===== src/design/tpc_map.svh =====
`ifndef TPC_MAP_SVH
`define TPC_MAP_SVH

// Register byte offsets
`define TPC_OFS_POS 8'h00
`define TPC_OFS_CTRL 8'h04
`define TPC_OFS_STAT 8'h08
`define TPC_OFS_CLR 8'h0C
`define TPC_OFS_EN 8'h10
`define TPC_OFS_REV 8'h14

// Control register fields
`define TPC_CTRL_FREEZE 0
`define TPC_CTRL_RST 1'h0

// Event bit positions in status, clear and enable
`define TPC_EV_STEP 0
`define TPC_EV_CARRY 1
`define TPC_EV_DIR 2
`define TPC_EV_RST 3'h0

// Reset values
`define TPC_POS_RST 16'h0000
`define TPC_DIR_RST 1'h1

// Timing, figures in ns, counts in clock cycles
`define TPC_CLK_NS 40
`define TPC_BUSY_NS 120
`define TPC_BUSY_CYC ((`TPC_BUSY_NS + `TPC_CLK_NS - 1) / `TPC_CLK_NS)
`define TPC_CARRY_NS 80
`define TPC_CARRY_CYC ((`TPC_CARRY_NS + `TPC_CLK_NS - 1) / `TPC_CLK_NS)
`define TPC_VALID_NS 490
`define TPC_VALID_CYC (`TPC_VALID_NS / `TPC_CLK_NS)

`endif


===== src/design/tpc_pkg.sv =====
package tpc_pkg;

  // Step sequencer states, one-hot
  typedef enum logic [2:0] {
    tpc_st_idle = 3'h1,
    tpc_st_busy = 3'h2,
    tpc_st_gap = 3'h4
  } tpc_state_t;

  // Resolution select code {hi, lo}
  typedef enum logic [1:0] {
    tpc_res_10 = 2'h0,
    tpc_res_12 = 2'h1,
    tpc_res_14 = 2'h2,
    tpc_res_16 = 2'h3
  } tpc_res_t;

endpackage : tpc_pkg


===== src/design/tpc_pulse_gen.sv =====
`timescale 1ns/1ns

// Fixed-width pulse from a one-cycle trigger; retrigger restarts it
module tpc_pulse_gen #(
  parameter int WIDTH = 1
) (
  input wire logic clock,
  input wire logic rst_b,
  input wire logic trig,
  output logic pulse
);

  logic [3:0] left_q; // Cycles still to run
  logic [3:0] left_d;

  // Load on trigger, else count down to zero
  assign left_d = trig ? 4'(WIDTH) :
                  (left_q != 4'h0) ? left_q - 4'h1 : 4'h0;

  // Output is a flop so it is glitch free at the pin
  always_ff @(posedge clock or negedge rst_b) begin
    if (!rst_b) begin
      left_q <= 4'h0;
      pulse <= 1'b0;
    end else begin
      left_q <= left_d;
      pulse <= (left_d != 4'h0);
    end
  end

endmodule : tpc_pulse_gen


===== src/design/tpc_irq_bank.sv =====
`timescale 1ns/1ns
`include "tpc_map.svh"

// Sticky event status; a set in the clearing cycle survives
module tpc_irq_bank (
  input wire logic clock,
  input wire logic rst_b,
  input wire logic [2:0] event_set,
  input wire logic [2:0] event_clr,
  output logic [2:0] status
);

  logic [2:0] status_d;

  // Set wins over clear so no event is lost
  assign status_d = (status & ~event_clr) | event_set;

  always_ff @(posedge clock or negedge rst_b) begin
    if (!rst_b) begin
      status <= `TPC_EV_RST;
    end else begin
      status <= status_d;
    end
  end

endmodule : tpc_irq_bank


===== src/design/tpc_position_counter.sv =====
// Decided for this implementation: the placing of the registers and the address-and-strobe port.
`timescale 1ns/1ns
`include "tpc_map.svh"

//////////////////////////////////////////////////////////////////////////////
// Operation
// - Two select pins pick 10/12/14/16 bits
// - Counts follow input steps, no start command
// - One busy pulse per counted step
// - Position word is unsigned natural binary
// - Carry pulse on all-ones/all-zeros wrap
// - Direction settles before any carry pulse
// - Direction latched, changes only on reversal
// - Carry and direction ignore the freeze
// - Low inhibit freezes the output latch
// - Data flagged invalid while busy high
// - Counter moves by one per step
// - Latched data valid by 490 ns
module tpc_position_counter
  import tpc_pkg::*;
(
  input wire logic clock,
  input wire logic rst_b,
  input wire logic step_up,
  input wire logic step_down,
  input wire logic resolution_select_lo,
  input wire logic resolution_select_hi,
  input wire logic inhibit_b,
  input wire logic [7:0] reg_addr,
  input wire logic [31:0] reg_wdata,
  input wire logic reg_write,
  input wire logic reg_read,
  output logic [31:0] reg_rdata,
  output logic [15:0] position_word,
  output logic busy,
  output logic data_valid,
  output logic step_ready,
  output logic direction,
  output logic revolution_carry_out,
  output logic latch_ready,
  output logic irq
);

  ////////////////////////////////////////////////////////////////////////////
  // Declarations

  tpc_res_t res_w; // Resolution code from the pins
  logic [15:0] mask_d; // Count mask for the pin code
  logic [15:0] mask_q; // Mask the counter obeys now
  logic [15:0] cnt_q; // Live position counter
  logic [15:0] cnt_d;
  logic [15:0] cnt_step; // Counter after a possible step
  logic step_ok; // A step taken this cycle
  logic wrap_w; // Step crosses all-ones/all-zeros
  logic carry_req_q; // Wrap, delayed behind direction
  logic dir_d;
  logic dir_flip; // Step opposes latched direction
  logic [15:0] rev_q; // Signed revolution tally
  logic [15:0] rev_d;
  tpc_state_t state_q;
  tpc_state_t state_d;
  logic [1:0] left_q; // Busy cycles still to run
  logic [1:0] left_d;
  logic freeze_w; // Output latch held
  logic [3:0] vcnt_q; // Cycles spent frozen
  logic [3:0] vcnt_d;
  logic ctrl_freeze_q; // Software freeze bit
  logic [2:0] en_q; // Interrupt enables
  logic [2:0] status_w; // Sticky event status
  logic [2:0] ev_w; // Events this cycle
  logic wr_ctrl;
  logic wr_clr;
  logic wr_en;
  logic [2:0] clr_w;
  logic [31:0] rd_mux;

  ////////////////////////////////////////////////////////////////////////////
  // Resolution and counting

  // Pins map straight to a mask; no start command exists
  assign res_w = tpc_res_t'({resolution_select_hi, resolution_select_lo});
  assign mask_d = (res_w == tpc_res_10) ? 16'h03FF :
                  (res_w == tpc_res_12) ? 16'h0FFF :
                  (res_w == tpc_res_14) ? 16'h3FFF : 16'hFFFF;

  // Opposite steps in one cycle cancel and are dropped
  assign step_ok = (state_q == tpc_st_idle) & (step_up ^ step_down);

  // One LSB up or down per accepted step
  assign cnt_step = !step_ok ? cnt_q :
                    step_up ? cnt_q + 16'h0001 :
                    cnt_q - 16'h0001;

  // Masking wraps within the selected width. A select change mid-motion
  // simply truncates the count, hence the advice to change when idle.
  assign cnt_d = cnt_step & mask_d;

  // Major carry in either direction
  assign wrap_w = step_ok & (step_up ? (cnt_q == mask_q) :
                             (cnt_q == 16'h0000));

  // Direction only moves on an actual reversal
  assign dir_flip = step_ok & (step_up != direction);
  assign dir_d = dir_flip ? step_up : direction;

  // Revolution tally follows the carry and its direction
  assign rev_d = !carry_req_q ? rev_q :
                 direction ? rev_q + 16'h0001 : rev_q - 16'h0001;

  // Counter, mask, direction and carry request
  always_ff @(posedge clock or negedge rst_b) begin
    if (!rst_b) begin
      cnt_q <= `TPC_POS_RST;
      mask_q <= 16'h03FF;
      direction <= `TPC_DIR_RST;
      carry_req_q <= 1'b0;
      rev_q <= 16'h0000;
    end else begin
      cnt_q <= cnt_d;
      mask_q <= mask_d;
      direction <= dir_d;
      carry_req_q <= wrap_w;
      rev_q <= rev_d;
    end
  end

  // Carry pulse starts a cycle after direction settled; no freeze path
  tpc_pulse_gen #(
    .WIDTH(`TPC_CARRY_CYC)
  ) u_carry (
    .clock(clock),
    .rst_b(rst_b),
    .trig(carry_req_q),
    .pulse(revolution_carry_out)
  );

  ////////////////////////////////////////////////////////////////////////////
  // Busy sequencer

  // Busy for a fixed width, then one idle cycle so pulses never merge
  always_comb begin
    state_d = state_q;
    left_d = left_q;
    unique case (state_q)
      tpc_st_idle: begin
        if (step_ok) begin
          state_d = tpc_st_busy;
          left_d = 2'(`TPC_BUSY_CYC - 1);
        end
      end
      tpc_st_busy: begin
        if (left_q == 2'h0) begin
          state_d = tpc_st_gap;
        end else begin
          left_d = left_q - 2'h1;
        end
      end
      tpc_st_gap: begin
        state_d = tpc_st_idle;
      end
      default: begin
        state_d = tpc_st_idle;
      end
    endcase
  end

  // State flops and busy-derived outputs
  always_ff @(posedge clock or negedge rst_b) begin
    if (!rst_b) begin
      state_q <= tpc_st_idle;
      left_q <= 2'h0;
      busy <= 1'b0;
      data_valid <= 1'b1;
      step_ready <= 1'b1;
    end else begin
      state_q <= state_d;
      left_q <= left_d;
      busy <= (state_d == tpc_st_busy);
      data_valid <= (state_d != tpc_st_busy);
      step_ready <= (state_d == tpc_st_idle);
    end
  end

  ////////////////////////////////////////////////////////////////////////////
  // Output latch

  // Pin or software can hold the latch
  assign freeze_w = !inhibit_b | ctrl_freeze_q;

  // Count frozen cycles up to the guaranteed settling time
  assign vcnt_d = !freeze_w ? 4'h0 :
                  (vcnt_q == 4'(`TPC_VALID_CYC)) ? vcnt_q :
                  vcnt_q + 4'h1;

  // The counter is never mid-update, so the held word is always whole
  always_ff @(posedge clock or negedge rst_b) begin
    if (!rst_b) begin
      position_word <= `TPC_POS_RST;
      vcnt_q <= 4'h0;
      latch_ready <= 1'b0;
    end else begin
      if (!freeze_w) begin
        position_word <= cnt_q;
      end
      vcnt_q <= vcnt_d;
      latch_ready <= (vcnt_d == 4'(`TPC_VALID_CYC));
    end
  end

  ////////////////////////////////////////////////////////////////////////////
  // Register slave and interrupts

  assign wr_ctrl = reg_write & (reg_addr == `TPC_OFS_CTRL);
  assign wr_clr = reg_write & (reg_addr == `TPC_OFS_CLR);
  assign wr_en = reg_write & (reg_addr == `TPC_OFS_EN);
  assign clr_w = wr_clr ? reg_wdata[2:0] : 3'h0;

  // Events per bit position
  assign ev_w[`TPC_EV_STEP] = step_ok;
  assign ev_w[`TPC_EV_CARRY] = carry_req_q;
  assign ev_w[`TPC_EV_DIR] = dir_flip;

  tpc_irq_bank u_irq (
    .clock(clock),
    .rst_b(rst_b),
    .event_set(ev_w),
    .event_clr(clr_w),
    .status(status_w)
  );

  // Read mux; unmapped and write-only offsets read zero
  assign rd_mux =
    (reg_addr == `TPC_OFS_POS) ? {16'h0000, cnt_q} :
    (reg_addr == `TPC_OFS_CTRL) ? {31'h0, ctrl_freeze_q} :
    (reg_addr == `TPC_OFS_STAT) ? {29'h0, status_w} :
    (reg_addr == `TPC_OFS_EN) ? {29'h0, en_q} :
    (reg_addr == `TPC_OFS_REV) ? {16'h0000, rev_q} : 32'h0;

  // Control writes and one-cycle read data
  always_ff @(posedge clock or negedge rst_b) begin
    if (!rst_b) begin
      ctrl_freeze_q <= `TPC_CTRL_RST;
      en_q <= `TPC_EV_RST;
      reg_rdata <= 32'h0;
      irq <= 1'b0;
    end else begin
      if (wr_ctrl) begin
        ctrl_freeze_q <= reg_wdata[`TPC_CTRL_FREEZE];
      end
      if (wr_en) begin
        en_q <= reg_wdata[2:0];
      end
      reg_rdata <= reg_read ? rd_mux : 32'h0;
      irq <= |(status_w & en_q);
    end
  end
endmodule : tpc_position_counter


===== config.mk =====
export PLATFORM = sky130hd
export DESIGN_NAME = tpc_position_counter
export DESIGN_NICKNAME = d
export VERILOG_FILES = /design/src/design/tpc_pkg.sv /design/src/design/tpc_pulse_gen.sv /design/src/design/tpc_irq_bank.sv /design/src/design/tpc_position_counter.sv
export VERILOG_INCLUDE_DIRS = /design/src /design/src/design
export SDC_FILE = /design/constraint.sdc
export NUM_CORES = 1
export LEC_CHECK = 0
export ABC_AREA = 0
export ABC_CLOCK_PERIOD_IN_PS = 3700
export BUFFER_PORTS_ARGS = -buffer_cell sky130_fd_sc_hd__buf_2
export CAP_MARGIN = 20
export CORE_AREA = 4 4 103 105
export CTS_BUF_LIST = sky130_fd_sc_hd__clkbuf_4 sky130_fd_sc_hd__clkbuf_8
export CTS_CLUSTER_SIZE = 28
export DETAILED_ROUTE_END_ITERATION = 8
export DIE_AREA = 0 0 107 109
export PLACE_DENSITY_LB_ADDON = 0.25
export SYNTH_ARGS = -nofsm -noshare
export SYNTH_HDL_FRONTEND = slang
export SYNTH_SLANG_ARGS = --single-unit

===== constraint.sdc =====
create_clock -name clock -period 3.7 [get_ports clock]
set_clock_uncertainty 0.1 [all_clocks]
set_input_delay 0.185 -clock clock [delete_from_list [all_inputs] [get_ports clock]]
set_output_delay 0.185 -clock clock [all_outputs]
set_load 0.1 [all_outputs]

==> impl_metrics.py <==
metrics = {
    "critical_path": {
        "setup.worst_path.class": "flip-flop to flip-flop",
        "critPathArrivalTime_ns": 3.04,
        "r2r_end": "rev_q[12]$_DFFE_PN0P_",
        "rrSetupSlack_ns": 0.80,
        "crit_fanout": 9,
        "r2r_start": "direction$_DFFE_PN1P_",
        "start_kind": "flip-flop",
        "reg2reg_depth": 8,
        "setup.worst_path.start": "direction$_DFFE_PN1P_",
        "worstPathRequired_ns": 3.84,
        "critPathCaptureType": "flip-flop",
    },
    "yosys": {
        "synth-main-ff-cell": "dfrtp_1",
        "synth-seq-cells": 95,
        "synth.yosys.warnings": 0,
        "synth_cell_types": 71,
        "async_flop_share_pct": 100,
        "syn_avg_cell_area_sq_um": 10.1,
        "synth_area_sq_um": 5560,
        "synth_cells": 551,
        "yosysTopAreaCell": "dfrtp_1",
        "synth-edff-count": 0,
        "synth_area_leaders": "dfrtp_1 41%, ha_1 7.0%, mux2_2 5.5%, nand2_1 3.2%, a21oi_1 2.7%",
        "synth_top_area_share_pct": 41.0,
        "ys_seq_area_share_pct": 42.9,
    },
    "grt": {
        "grt_pass1_vias": 4344,
        "grt_util_met3_pct": 3.02,
        "grt_max_degree": 78,
        "antenna_found_initial": 0,
        "grt_pass1_wl_um": 21000,
        "grtUsageTotal_pct": 22.3,
        "gr-usage-met2_pct": 37.4,
        "grt_remaining_overflow": 0,
        "use_met1_pct": 30.7,
        "busiest_layer": "met2",
    },
    "timing": {
        "fmax_mhz": 345,
        "slew_viol_final": 0,
        "finalHoldViolations": 0,
        "timing.final.ws_setup_ns": 0.802,
        "finalCritPeriodShare_pct": 78.3,
        "setup_tns_ns": 0,
        "tightestPinTransition_ns": 0.963,
        "finalSetupViolations": 0,
        "period_minus_slack_ns": 2.90,
        "max_slew_margin_pct": 35.8,
        "rsz0062_at_grt": "false",
    },
    "worst_hold_path": {
        "holdPathEnd": "reg_rdata[0]$_DFF_PN0_",
        "hold_path_depth": 2,
        "hold_path_startpoint": "reg_read",
        "hold_class": "input port to flip-flop",
    },
    "status": {
        "status": "finished, final reports clean",
    },
    "clock_tree": {
        "cts.sinks": 95,
        "numCtsBuffers": 9,
        "ctsLongestPathBuffers": 2,
        "post_cts_resized": 0,
        "clkTransAtPathRegs_ns": 0.09,
        "clk_latency_ns": 0.36,
        "ctsHtreeMaxLevel": 3,
        "hold_buffers": 7,
        "postCtsSetupRepairBufs": 0,
        "cts_root_buffer": "clkbuf_8",
        "tritoncts": "yes",
    },
    "pwr": {
        "powerDensity_nw_per_um2": 883,
        "leakage_uw": 0.00290,
        "ir_worst_vdd_uv": 469,
    },
    "layout": {
        "most-common-layout-cells": "91 x dfrtp_1, 57 x buf_2, 48 x nand2_1",
        "drive_gt1_share_pct": 22.5,
        "insertedDiodeCount": 0,
        "area_growth_pct": 11.9,
        "nFillCells": 819,
        "final_common_cell": "dfrtp_1",
        "layout.nets": 695,
    },
    "floorplanning": {
        "initial_core_util_pct": 57.7,
        "ios": 104,
        "rows": 36,
        "coreArea_sq_um": 9640,
        "fp.dieW_um": 107,
        "die_y_um": 109,
        "die_area_sq_um": 11700,
    },
    "placed_design": {
        "pre_cts_ws_ns": 0.813,
        "hpwlAfterDp_um": 8990,
        "gp_congestion": 0.883,
        "numPortBuffers": 58,
    },
    "route": {
        "viasPerCell": 5.90,
        "dr.pass1.iters": 4,
        "post_drt_wl_per_cell_um": 16.6,
        "remaining_drc_errors": 0,
        "num_vias": 4429,
        "drtIter0Drc": 160,
        "wl_um": 12500,
        "ant_nets": 0,
    },
    "flow_run": {
        "cap_violations": 0,
    },
}
## worst max-delay path by stage
stage / to / slack, ns / cells after the start
final: rev_q[12]$_DFFE_PN0P_ / 0.80 / 8
after global routing: rev_q[12]$_DFFE_PN0P_ / 0.57 / 8
after CTS: rev_q[12]$_DFFE_PN0P_ / 0.78 / 8
after detailed placement: rev_q[12]$_DFFE_PN0P_ / 0.81 / 8
after global placement: rev_q[12]$_DFFE_PN0P_ / 0.86 / 8
after floorplan: rev_q[12]$_DFFE_PN0P_ / 0.51 / 8
## flip-flops by register name (all words and copies together) (netlist names), 2 cells and up
name            flops
cnt_q              16
reg_rdata          16
rev_q              16
mask_q              3
state_q             3
u_irq.status        3
position_word      16
vcnt_q              4
en_q                3
left_q              2
u_carry.left_q      4
## cell families (layout without fill, tap and decap cells)
family | Yosys count | in the layout | share of synthesized area [%]
buf+inv | 56 | 108 | 5.15
other cells | 1 | 16 | 0.0675
simple gates | 174 | 174 | 17.1
flops | 95 | 95 | 42.9
compound gates | 145 | 145 | 18.5
fa+ha+maj | 33 | 33 | 7.70
xor+xnor | 19 | 19 | 2.99
mux | 28 | 28 | 5.65
## cell usage after synthesis (5+ instances only)
cell type and count:
a211oi_1 6, a21o_1 12, a21oi_1 30, a22oi_1 9, a22oi_2 8, and2_1 6, and3_1 6, buf_4 16
clkbuf_1 11, dfrtp_1 91, ha_1 31, inv_1 22, mux2_2 27, nand2_1 48, nand3_1 11, nand3b_1 6
nand4_1 6, nor2_1 22, nor2b_1 8, nor2b_2 8, nor3_1 22, nor4_1 5, o21a_1 5, o21ai_0 29
or3_1 6, xnor2_1 13, xor2_1 6
## worst max-delay path: stages (launching register included)
cell and delay, ns:
dfstp_2 0.62, inv_1 0.20, fa_1 0.50, a21o_1 0.17, a21oi_1 0.25, o21ai_0 0.21, a2111oi_2 0.45, nor3_1 0.11
nand3b_1 0.17
## per-layer routing
layer | up-vias | wire [um] | part of all wire (%)
met5 | - | 0 | 0
met4 | 0 | 172 | 1.4
met3 | 15 | 701 | 5.6
li1 | 2117 | - | -
met2 | 163 | 5940 | 48
met1 | 2134 | 5640 | 45
## cell type report
| cell class | count | area (sq um) | share of cell area [%] |
|---|---|---|---|
| inverters | 23 | 86.3 | 1.39 |
| flip-flops and latches | 95 | 2380 | 38.3 |
| clock inverters | 7 | 120 | 1.93 |
| well taps | 133 | 166 | 2.68 |
| multi-input cells | 415 | 2950 | 47.4 |
| clock buffers | 9 | 124 | 1.99 |
| repair buffers | 69 | 393 | 6.32 |
## report_power, final
part	switching (uW)	internal, uW	leakage (uW)
Combinational	1990	1010	0.00158
Sequential	326	1340	0.00120
Clock	377	451	0.000120
## per-stage QoR
stage          utilization, %  hold WS [ns]  total power (uW)  instance area [sq um]  instances
6_report                 64.5         0.106              5490                   6220        751
5_1_grt                  64.5         0.109              5890                   6220        751
4_1_cts                  64.5        0.0951              5500                   6220        751
3_5_place_dp             61.3         0.286              4660                   5900        728
3_3_place_gp             61.3         0.272              4560                   5900        728
2_1_floorplan               -        -0.211              4070                   5620        566
No activity file was read; power rests on OpenSTA's default activity.
